File: src/ieaf_pkg.sv
// constants, field positions and carriers shared by the interrupt
// enable and request flag block and its helpers.
// assumes one 200 MHz system clock and a synchronous active-high reset.
package ieaf_pkg;

  // register offsets on the byte-wide register port
  localparam logic [7:0] ENABLE_TWO_OFFSET = 8'h00;
  localparam logic [7:0] FLAGS_ONE_OFFSET = 8'h01;
  localparam logic [7:0] ENABLE_ONE_OWN_OFFSET = 8'h02;
  localparam logic [7:0] PIN_CONFIG_OFFSET = 8'h03;

  // second enable register field positions
  localparam int DT_EN_BIT = 7;
  localparam int AD_EN_BIT = 6;
  localparam int TFH_EN_BIT = 3;
  localparam int TFL_EN_BIT = 2;
  localparam int EC_EN_BIT = 0;

  // first request register field positions
  localparam int TA_FLAG_BIT = 7;
  localparam int FIXED_ONE_BIT = 5;
  localparam int EVP_FLAG_BIT = 2;
  localparam int PIN1_FLAG_BIT = 1;
  localparam int PIN0_FLAG_BIT = 0;

  // pin configuration register field positions
  localparam int EVP_IS_INT_BIT = 6;
  localparam int PIN1_IS_INT_BIT = 5;
  localparam int PIN0_IS_INT_BIT = 4;
  localparam int EVP_EDGE_BIT = 2;
  localparam int PIN1_EDGE_BIT = 1;
  localparam int PIN0_EDGE_BIT = 0;

  // implemented-bit masks and reset values
  localparam logic [7:0] ENABLE_TWO_MASK = 8'hCD;
  localparam logic [7:0] FLAGS_ONE_MASK = 8'h87;
  localparam logic [7:0] ENABLE_ONE_OWN_MASK = 8'h87;
  localparam logic [7:0] PIN_CONFIG_MASK = 8'h77;
  localparam logic [7:0] ENABLE_TWO_RESET = 8'h00;
  localparam logic [7:0] FLAGS_ONE_RESET = 8'h00;
  localparam logic [7:0] FIXED_ONE_VALUE = 8'h20;
  localparam logic [7:0] ENABLE_ONE_OWN_RESET = 8'h00;
  localparam logic [7:0] PIN_CONFIG_RESET = 8'h00;
  localparam logic [7:0] COUNTER_ALL_ONES = 8'hFF;
  localparam logic [7:0] COUNTER_ZERO = 8'h00;

  // register port request from the cpu core
  typedef struct packed {
    logic [7:0] addr;
    logic [7:0] wdata;
    logic wr;
    logic rd;
  } ieaf_bus_req_type;

  // request levels from the sources gated by the second enable register
  typedef struct packed {
    logic direct_transition;
    logic conversion_end;
    logic upper_timer_half;
    logic lower_timer_half;
    logic event_counter;
  } ieaf_src_type;

  // gated requests toward the cpu core
  typedef struct packed {
    logic direct_transition;
    logic conversion_end;
    logic upper_timer_half;
    logic lower_timer_half;
    logic event_counter;
    logic interval_timer;
    logic event_pin;
    logic ext_pin1;
    logic ext_pin0;
  } ieaf_irq_type;

endpackage

File: src/ieaf_edge_detect.sv
// selected-edge detector for one external interrupt pin.
// assumes the pin is already synchronous to clk_sys.
module ieaf_edge_detect (
  input wire logic clk_sys,
  input wire logic sys_rst,
  input wire logic pin,
  input wire logic is_interrupt,
  input wire logic rising_sel,
  output logic edge_pulse
);

  typedef struct packed {
    logic primed;
    logic prev;
    logic pulse;
  } ieaf_edge_state_type;

  ieaf_edge_state_type state;
  ieaf_edge_state_type next_state;

  // no detection on the first cycle after reset: prev is not yet real
  always_comb begin
    next_state = state;
    next_state.primed = 1'b1;
    next_state.prev = pin;
    next_state.pulse = state.primed & is_interrupt &
      (rising_sel ? (pin & ~state.prev) : (~pin & state.prev));
  end

  always_ff @(posedge clk_sys) begin
    if (sys_rst) begin
      state <= '0;
    end else begin
      state <= next_state;
    end
  end

  assign edge_pulse = state.pulse;

endmodule

File: src/ieaf_wrap_detect.sv
// wrap detector for the interval timer counter, all ones to zero.
// assumes the counter value is synchronous to clk_sys.
module ieaf_wrap_detect (
  input wire logic clk_sys,
  input wire logic sys_rst,
  input wire logic [7:0] count,
  output logic wrap_pulse
);

  typedef struct packed {
    logic primed;
    logic [7:0] prev;
    logic pulse;
  } ieaf_wrap_state_type;

  ieaf_wrap_state_type state;
  ieaf_wrap_state_type next_state;

  // a load straight to zero from another value is not a wrap
  always_comb begin
    next_state = state;
    next_state.primed = 1'b1;
    next_state.prev = count;
    next_state.pulse = state.primed &
      (state.prev == ieaf_pkg::COUNTER_ALL_ONES) &
      (count == ieaf_pkg::COUNTER_ZERO);
  end

  always_ff @(posedge clk_sys) begin
    if (sys_rst) begin
      state <= '0;
    end else begin
      state <= next_state;
    end
  end

  assign wrap_pulse = state.pulse;

endmodule

File: src/ieaf_interrupt_flags.sv
// interrupt enable and request flag registers of the cpu core.
// assumes a byte register port driven by the core on clk_sys, source
// request levels and pins already synchronous to clk_sys.
//
// Summary of operation
// - enable bit 7 gates the direct-transition request, reset 0
// - enable bit 6 gates the conversion-end request, reset 0
// - enable bit 3 gates the upper timer-half request, reset 0
// - enable bit 2 gates the lower timer-half request, reset 0
// - enable bit 0 gates the event counter request, reset 0
// - each defined flag sets when its source raises a request
// - interrupt acceptance never clears a flag
// - writing 0 clears a flag, writing 1 leaves it alone
// - flag bit 7 sets when the interval timer wraps to zero
// - flag bit 5 always reads 1 and ignores writes
// - flag bit 2 sets on the selected edge of the event pin
// - flag bits 1 and 0 set on selected edges of pins 1 and 0
// - per-pin edge select, 0 falling and 1 rising
//
// The strobed register port and the register addresses were decided locally.
module ieaf_interrupt_flags (
  input wire logic clk_sys,
  input wire logic sys_rst,
  input wire ieaf_pkg::ieaf_bus_req_type bus_req,
  output logic [7:0] bus_rdata,
  input wire ieaf_pkg::ieaf_src_type src_req,
  input wire logic [7:0] interval_timer_count,
  input wire logic event_counter_interrupt_pin,
  input wire logic external_interrupt_pin1,
  input wire logic external_interrupt_pin0,
  output ieaf_pkg::ieaf_irq_type irq
);

  // whole block state, registered in one place
  typedef struct packed {
    logic [7:0] interrupt_enable_two;
    logic [7:0] interrupt_request_flags_one;
    logic [7:0] enable_one_own;
    logic [7:0] pin_config;
    logic [7:0] rdata;
    ieaf_pkg::ieaf_irq_type irq;
  } ieaf_state_type;

  ieaf_state_type state;
  ieaf_state_type next_state;

  logic interval_timer_wrap;
  logic event_pin_edge;
  logic ext_pin1_edge;
  logic ext_pin0_edge;
  logic [7:0] flag_set;

  // register hit for one strobe at one offset
  function automatic logic reg_hit(
    input logic strobe,
    input logic [7:0] addr,
    input logic [7:0] offset
  );
    reg_hit = strobe & (addr == offset);
  endfunction

  // masked write of a plain read/write register
  function automatic logic [7:0] masked_write(
    input logic [7:0] old_value,
    input logic [7:0] wdata,
    input logic [7:0] mask
  );
    masked_write = (old_value & ~mask) | (wdata & mask);
  endfunction

  // interval timer wrap, all ones to zero
  ieaf_wrap_detect u_timer_wrap (
    .clk_sys(clk_sys),
    .sys_rst(sys_rst),
    .count(interval_timer_count),
    .wrap_pulse(interval_timer_wrap)
  );

  // event counter pin edge, only while configured as interrupt input
  ieaf_edge_detect u_event_pin (
    .clk_sys(clk_sys),
    .sys_rst(sys_rst),
    .pin(event_counter_interrupt_pin),
    .is_interrupt(state.pin_config[ieaf_pkg::EVP_IS_INT_BIT]),
    .rising_sel(state.pin_config[ieaf_pkg::EVP_EDGE_BIT]),
    .edge_pulse(event_pin_edge)
  );

  // external pin 1 edge with its own edge select
  ieaf_edge_detect u_ext_pin1 (
    .clk_sys(clk_sys),
    .sys_rst(sys_rst),
    .pin(external_interrupt_pin1),
    .is_interrupt(state.pin_config[ieaf_pkg::PIN1_IS_INT_BIT]),
    .rising_sel(state.pin_config[ieaf_pkg::PIN1_EDGE_BIT]),
    .edge_pulse(ext_pin1_edge)
  );

  // external pin 0 edge with its own edge select
  ieaf_edge_detect u_ext_pin0 (
    .clk_sys(clk_sys),
    .sys_rst(sys_rst),
    .pin(external_interrupt_pin0),
    .is_interrupt(state.pin_config[ieaf_pkg::PIN0_IS_INT_BIT]),
    .rising_sel(state.pin_config[ieaf_pkg::PIN0_EDGE_BIT]),
    .edge_pulse(ext_pin0_edge)
  );

  // set vector lined up with the request register bit positions
  always_comb begin
    flag_set = 8'h00;
    flag_set[ieaf_pkg::TA_FLAG_BIT] = interval_timer_wrap;
    flag_set[ieaf_pkg::EVP_FLAG_BIT] = event_pin_edge;
    flag_set[ieaf_pkg::PIN1_FLAG_BIT] = ext_pin1_edge;
    flag_set[ieaf_pkg::PIN0_FLAG_BIT] = ext_pin0_edge;
  end

  // next state: register writes, flag bookkeeping, reads, gating
  always_comb begin
    next_state = state;

    // second enable register, reserved bits never stored
    if (reg_hit(bus_req.wr, bus_req.addr,
        ieaf_pkg::ENABLE_TWO_OFFSET)) begin
      next_state.interrupt_enable_two = masked_write(
        state.interrupt_enable_two, bus_req.wdata,
        ieaf_pkg::ENABLE_TWO_MASK);
    end

    // flags: a written 0 clears, a written 1 keeps; reserved ignored
    if (reg_hit(bus_req.wr, bus_req.addr,
        ieaf_pkg::FLAGS_ONE_OFFSET)) begin
      next_state.interrupt_request_flags_one =
        state.interrupt_request_flags_one &
        (bus_req.wdata | ~ieaf_pkg::FLAGS_ONE_MASK);
    end

    // set after clear so a same-cycle event is never lost
    next_state.interrupt_request_flags_one =
      next_state.interrupt_request_flags_one |
      (flag_set & ieaf_pkg::FLAGS_ONE_MASK);

    // enables for the first request register group
    if (reg_hit(bus_req.wr, bus_req.addr,
        ieaf_pkg::ENABLE_ONE_OWN_OFFSET)) begin
      next_state.enable_one_own = masked_write(state.enable_one_own,
        bus_req.wdata, ieaf_pkg::ENABLE_ONE_OWN_MASK);
    end

    // pin role and edge selection
    if (reg_hit(bus_req.wr, bus_req.addr,
        ieaf_pkg::PIN_CONFIG_OFFSET)) begin
      next_state.pin_config = masked_write(state.pin_config,
        bus_req.wdata, ieaf_pkg::PIN_CONFIG_MASK);
    end

    // read data stands one cycle after the strobe, zero otherwise
    next_state.rdata = 8'h00;
    if (bus_req.rd) begin
      unique case (bus_req.addr)
        ieaf_pkg::ENABLE_TWO_OFFSET: begin
          next_state.rdata = state.interrupt_enable_two;
        end
        ieaf_pkg::FLAGS_ONE_OFFSET: begin
          next_state.rdata = state.interrupt_request_flags_one |
            ieaf_pkg::FIXED_ONE_VALUE;
        end
        ieaf_pkg::ENABLE_ONE_OWN_OFFSET: begin
          next_state.rdata = state.enable_one_own;
        end
        ieaf_pkg::PIN_CONFIG_OFFSET: begin
          next_state.rdata = state.pin_config;
        end
        default: begin
          next_state.rdata = 8'h00; // unmapped reads as zero
        end
      endcase
    end

    // source levels gated by the second enable register
    next_state.irq.direct_transition = src_req.direct_transition &
      state.interrupt_enable_two[ieaf_pkg::DT_EN_BIT];
    next_state.irq.conversion_end = src_req.conversion_end &
      state.interrupt_enable_two[ieaf_pkg::AD_EN_BIT];
    next_state.irq.upper_timer_half = src_req.upper_timer_half &
      state.interrupt_enable_two[ieaf_pkg::TFH_EN_BIT];
    next_state.irq.lower_timer_half = src_req.lower_timer_half &
      state.interrupt_enable_two[ieaf_pkg::TFL_EN_BIT];
    next_state.irq.event_counter = src_req.event_counter &
      state.interrupt_enable_two[ieaf_pkg::EC_EN_BIT];

    // own flags gated by their enables; flags stay until cleared
    next_state.irq.interval_timer =
      state.interrupt_request_flags_one[ieaf_pkg::TA_FLAG_BIT] &
      state.enable_one_own[ieaf_pkg::TA_FLAG_BIT];
    next_state.irq.event_pin =
      state.interrupt_request_flags_one[ieaf_pkg::EVP_FLAG_BIT] &
      state.enable_one_own[ieaf_pkg::EVP_FLAG_BIT];
    next_state.irq.ext_pin1 =
      state.interrupt_request_flags_one[ieaf_pkg::PIN1_FLAG_BIT] &
      state.enable_one_own[ieaf_pkg::PIN1_FLAG_BIT];
    next_state.irq.ext_pin0 =
      state.interrupt_request_flags_one[ieaf_pkg::PIN0_FLAG_BIT] &
      state.enable_one_own[ieaf_pkg::PIN0_FLAG_BIT];
  end

  // one register stage for the whole block
  always_ff @(posedge clk_sys) begin
    if (sys_rst) begin
      state.interrupt_enable_two <= ieaf_pkg::ENABLE_TWO_RESET;
      state.interrupt_request_flags_one <= ieaf_pkg::FLAGS_ONE_RESET;
      state.enable_one_own <= ieaf_pkg::ENABLE_ONE_OWN_RESET;
      state.pin_config <= ieaf_pkg::PIN_CONFIG_RESET;
      state.rdata <= 8'h00;
      state.irq <= '0;
    end else begin
      state <= next_state;
    end
  end

  // outputs come straight from the state register
  assign bus_rdata = state.rdata;
  assign irq = state.irq;

endmodule

File: config.mk
export PLATFORM = sky130hd
export DESIGN_NAME = ieaf_interrupt_flags
export DESIGN_NICKNAME = d
export VERILOG_FILES = /design/src/ieaf_pkg.sv /design/src/ieaf_edge_detect.sv /design/src/ieaf_wrap_detect.sv /design/src/ieaf_interrupt_flags.sv
export SDC_FILE = /design/constraint.sdc
export NUM_CORES = 1
export LEC_CHECK = 0
export ABC_CLOCK_PERIOD_IN_PS = 2000
export BUFFER_PORTS_ARGS = -buffer_cell sky130_fd_sc_hd__buf_2
export CORE_MARGIN = 4
export CORE_UTILIZATION = 35
export DETAILED_ROUTE_END_ITERATION = 10
export PLACE_DENSITY = 0.55
export SYNTH_ARGS = -nofsm -noshare
export SYNTH_HDL_FRONTEND = slang
export SYNTH_SLANG_ARGS = --single-unit
File: constraint.sdc
create_clock -name clk_sys -period 2 [get_ports clk_sys]
set_input_delay 0.2 -clock clk_sys [delete_from_list [all_inputs] [get_ports clk_sys]]
set_output_delay 0.2 -clock clk_sys [all_outputs]
set_load 0.01 [all_outputs]
* Word level (Yosys, flattened, before mapping)
Cells that the tools add are included.
** Storage, ports and cells
- Bits in registers :: 68
- Output and inout port bits :: 17
** Cells by class
- Eq/ne operators :: 4
- Mux-type cells :: 9
- Bitwise logic cells :: 39
- Reduce and logical (&&, ||, !) cells :: 3
** Operators by type and width (number)
- 8-bit case mux with 4 select lines :: 1
- 1-bit bitwise AND :: 27
- 8-bit by 2-bit equality test with 1-bit output, second input constant :: 2
- 8-bit zero test :: 2
- 10-bit two-way mux :: 1
- 3-bit two-way mux :: 3
- 8-bit bitwise AND :: 1
- 8-bit by 1-bit equality test with 1-bit output, second input constant :: 1
- 8-bit equality test, second input constant :: 1
- 8-bit two-way mux :: 1
- 6-bit by 8-bit OR with 8-bit output :: 1
- 7-bit by 8-bit OR with 8-bit output :: 1
- 8-bit by 7-bit OR with 8-bit output :: 1
- 8-bit OR :: 1
- 1-bit NOT :: 7
- 1-bit two-way mux :: 3
- 2-bit OR reduction :: 1

* Depth between registers and ports, before layout
- Depth after elaboration :: 5
- Gate-level depth with buffers :: 5
- Mapped depth without buffers :: 3

* By module
A second synthesis with hierarchy kept.
** Second synthesis, totals
- Cells, all modules :: 214
- Area, all modules :: 2194.6 sq um
** Modules (own cells, without submodules)
- ieaf_interrupt_flags :: times used 1, cells an instance 161, area an instance 1575.3 sq um
- ieaf_wrap_detect :: times used 1, cells an instance 26, area an instance 311.5 sq um
- ieaf_edge_detect :: times used 3, cells an instance 9, area an instance 102.6 sq um

* Least setup slack after synthesis
No wires, ideal clock.
- Kind :: input -> register
- Start :: input port bus_req[13] in the netlist's numbering
- End :: register state[17] in the netlist's numbering
- Data arrival time :: 1.344 ns
- Required time :: 1.881 ns
- Slack :: 0.537 ns
- Cell stages on the path :: 4
- Path buffers :: 1
- Cell sequence :: or4_4 > or3_1 > buf_6 > mux2i_1
** Between the ends
- Longest elaborated chain between the ends :: 2
** RTL lines
- start: declaration :: line ieaf_interrupt_flags.sv:24 : input wire ieaf_pkg::ieaf_bus_req_type bus_req,
- 8-bit by 2-bit equality test with 1-bit output :: line ieaf_interrupt_flags.sv:59 : reg_hit = strobe & (addr == offset);
- 1-bit bitwise AND :: line ieaf_interrupt_flags.sv:59
- end signal: assignment :: line ieaf_interrupt_flags.sv:217 : state <= next_state;
- end: declaration :: line ieaf_interrupt_flags.sv:44 : ieaf_state_type state;
No other way between the ends.
A chain may end at the register's enable or synchronous reset.

* Worst setup path after layout
- Start :: input port bus_req[13] in the netlist's numbering
- End :: register state[19] in the netlist's numbering
Same word-level chain as after synthesis.

==> run_results.csv <==
group,metric,value,unit
layout,antennaDiodeCount,0,
setup_path,crit_slowest_cell,"or4_4",
synth,ys_seq_area_share,52.0,%
timing,setup-tns-final,0,ps
synth,ys_seq_elements,52,
synth,syn_inst,203,
timing,period_minus_slack,1310,ps
drt,firstDrtPassIters,4,
drt,ant_nets,0,
layout,drive_gt1_share,28.7,%
layout,fillCellCount,572,
clock_network,htreeDepth,2,
drt,wirelength,3920,microns
power,ir_drop,328,uV
clock_network,cts_buffers,5,
placed_design,gp_congestion,0.802,
global_route,antenna_found_initial,0,
floorplanning,io_pins,53,
placed_design,placed_area,0.00220,sq mm
timing,fmax,0.761,GHz
timing,tightest_slew,455,ps
power,p_leak,1.01,nW
layout,final_area,0.00228,sq mm
hold_path,hp-class,"input port to register",
drt,via_count,1421,
synth,synthesis.area,0.00200,sq mm
floorplanning,std_cell_rows,27,
drt,vias_per_cell,4.55,
floorplanning,die_area,0.00699,sq mm
clock_network,cts_sinks,52,
clock_network,postCtsSetupBuffers,0,
timing,finalSetupViolCount,0,
timing,finalMaxSlewViolations,0,
setup_path,path_cells,"buf_2 -> or4_4 -> or3_1 -> mux2i_1",
floorplanning,start_util,36.1,%
global_route,overflow,0,
global_route,grt_pass1_vias,1432,
placed_design,dp_slack,371,ps
clock_network,hold_buffers,0,
setup_path,endpoint_kind,"register",
flow_run,drv_cap,0,
setup_path,cp_max_fo,4,
clock_network,cts_max_path_buffers,2,
layout,final_nets,276,
synth,synth_top_area_cell,"dfxtp_1",
synth,synthArstFlopShare,0,%
synth,avgSynthCellArea,9.86,sq um
setup_path,reg2reg_from,"u_timer_wrap.state[1]",
global_route,grt_pass1_wl,6700,microns
synth,synth_nets,239,
timing,relSlewSlack,69.6,%
outcome,status,"completed",
timing,whs,119,ps
power,p_per_area,750,mW/mm^2
global_route,grt_max_degree,16,
timing,fin_crit_sh,65.7,%
setup_path,critPathTopFamily,"simple AND/OR/NAND/NOR gates",
placed_design,dp_hpwl,3100,microns
clock_network,cts_tree,"done",
drt,drc,0,
synth,synth_commonest_cells,"52 x dfxtp_1, 28 x nand2_1, 19 x buf_4",
setup_path,path_class,"input port to register",
global_route,grt_usage,11.8,%
timing,fin_skew,7.77,ps
drt,drtIter0Drc,66,
setup_path,cp-start-kind,"input port",
clock_network,postCtsResizedCells,0,
synth,synth_edf_count,0,
layout,utilization,41.2,%
global_route,met3_usage,4.15,%
timing,hold_viol_final,0,
global_route,met1_usage,15.0,%
hold_path,hold_start,"interval_timer_count[5]",
setup_path,cp_num_buf_inv,1,
synth,synthMostInstantiatedCell,"dfxtp_1",
timing,setup_ws,686,ps
clock_network,clock_latency,300,ps
hold_path,min_delay_worst_endpoint,"u_timer_wrap.state[6]",
setup_path,slowest_delay,540,ps
synth,synth_ff_type,"dfxtp_1",
global_route,busiest_layer,"met2",
floorplanning,die_x,83.6,microns
synth,synth_cell_types,33,
synth,synth.area.top_cells,"dfxtp_1 52%, buf_4 7.1%, mux2i_1 7.0%, nor2b_1 5.3%, nand2_1 5.3%",
clock_network,cts_root_buf,"clkbuf_8",
drt,drt-wirelength-per-cell,12.6,microns
setup_path,r2r_slack,710,ps
setup_path,rr_worst_depth,2,
setup_path,r2r-end,"u_timer_wrap.wrap_pulse",
synth,synth_top_area_share,52.0,%
timing,rsz0062_at_grt,"false",
layout,stdcell_count,312,
global_route,gr-usage-met2,18.7,%
placed_design,dp.cells,305,
synth,yosysWarningCount,0,
layout,area_growth,14.0,%
power,fin_total_pwr,1.71,mW
hold_path,holdPathStages,2,
placed_design,port_buffers,52,
floorplanning,fp.coreArea,0.00554,sq mm
clock_network,clkTransAtPathRegs,90,ps
floorplanning,die_y,83.6,microns
setup_path,worstPathRequired,2180,ps
setup_path,critPathArrivalTime,1490,ps
layout make-up:
type                       instances  area, sq um  share of cell area [%]
multi-input combinational        123          776                    34.0
inverter                           3         11.3                   0.493
tap                               72         90.1                    3.95
sequential                        52         1040                    45.6
clock inverter                     2         12.5                   0.548
clock buffer                       5         68.8                    3.02
timing repair buffer              55          283                    12.4
registers in the layout, summed over array words and instances, names as in the netlist, 2 cells and up:
name,count
state,19
u_event_pin.state,2
irq,9
u_timer_wrap.state,8
bus_rdata,8
cell usage in the layout (no fill, tap or decap):
| cell | synthesis | routed |
|---|---|---|
| or4b_2 | 1 | 1 |
| nor2_1 | 10 | 10 |
| a21oi_1 | 2 | 2 |
| nor3b_1 | 1 | 1 |
| nand3_1 | 3 | 3 |
| buf_2 | 1 | 52 |
| a31o_2 | 1 | 1 |
| nand2_1 | 28 | 28 |
| mux4_2 | 2 | 2 |
| o21ai_0 | 5 | 5 |
| or3b_1 | 1 | 1 |
| nand4_1 | 3 | 3 |
| nor3_1 | 1 | 1 |
| and3_1 | 14 | 14 |
| clkinv_1 | 1 | 1 |
| mux2i_1 | 14 | 14 |
| a311oi_1 | 1 | 1 |
| nand2b_1 | 3 | 3 |
| inv_1 | 2 | 2 |
| clkbuf_8 | 0 | 5 |
| a31oi_1 | 4 | 4 |
| nor4_1 | 3 | 3 |
| a22oi_1 | 1 | 1 |
| or3_1 | 1 | 1 |
| buf_4 | 19 | 3 |
| o22ai_1 | 3 | 3 |
| clkinv_2 | 0 | 1 |
| clkinvlp_4 | 0 | 1 |
| or4_4 | 1 | 1 |
| or4_1 | 1 | 1 |
| nor2b_1 | 17 | 17 |
| dfxtp_1 | 52 | 52 |
| mux2_2 | 2 | 2 |
cell families after synthesis:
group,count (synthesis),synth area share (%)
simple gates,88,23.2
mux,18,10.4
buf+inv,28,9.25
flops,52,52.0
compound gates,17,5.19
worst max path at each step:
stage	start	endpoint	slack (ps)	depth (start not counted)
after global routing	bus_req[13]	bus_rdata[3]	630	5
after floorplan	bus_req[13]	state[17]	540	4
after global placement	bus_req[13]	state[23]	380	4
after CTS	bus_req[13]	state[19]	700	4
after detailed placement	bus_req[13]	state[23]	370	4
final	bus_req[13]	state[19]	690	4
metal layers:
layer / wire length [microns] / vias to the layer above
li1: - / 748
met1: 1840 / 626
met2: 1720 / 45
met3: 342 / 2
met4: 18 / 0
met5: 0 / -
report_power, final:
group / total (mW) / internal (mW) / switching (mW)
registers: 1.05 / 1.05 / 0.00388
clock network: 0.557 / 0.237 / 0.320
logic: 0.102 / 0.0473 / 0.0547
total: 1.71 / 1.33 / 0.378
(Power assumes the default switching activity.)
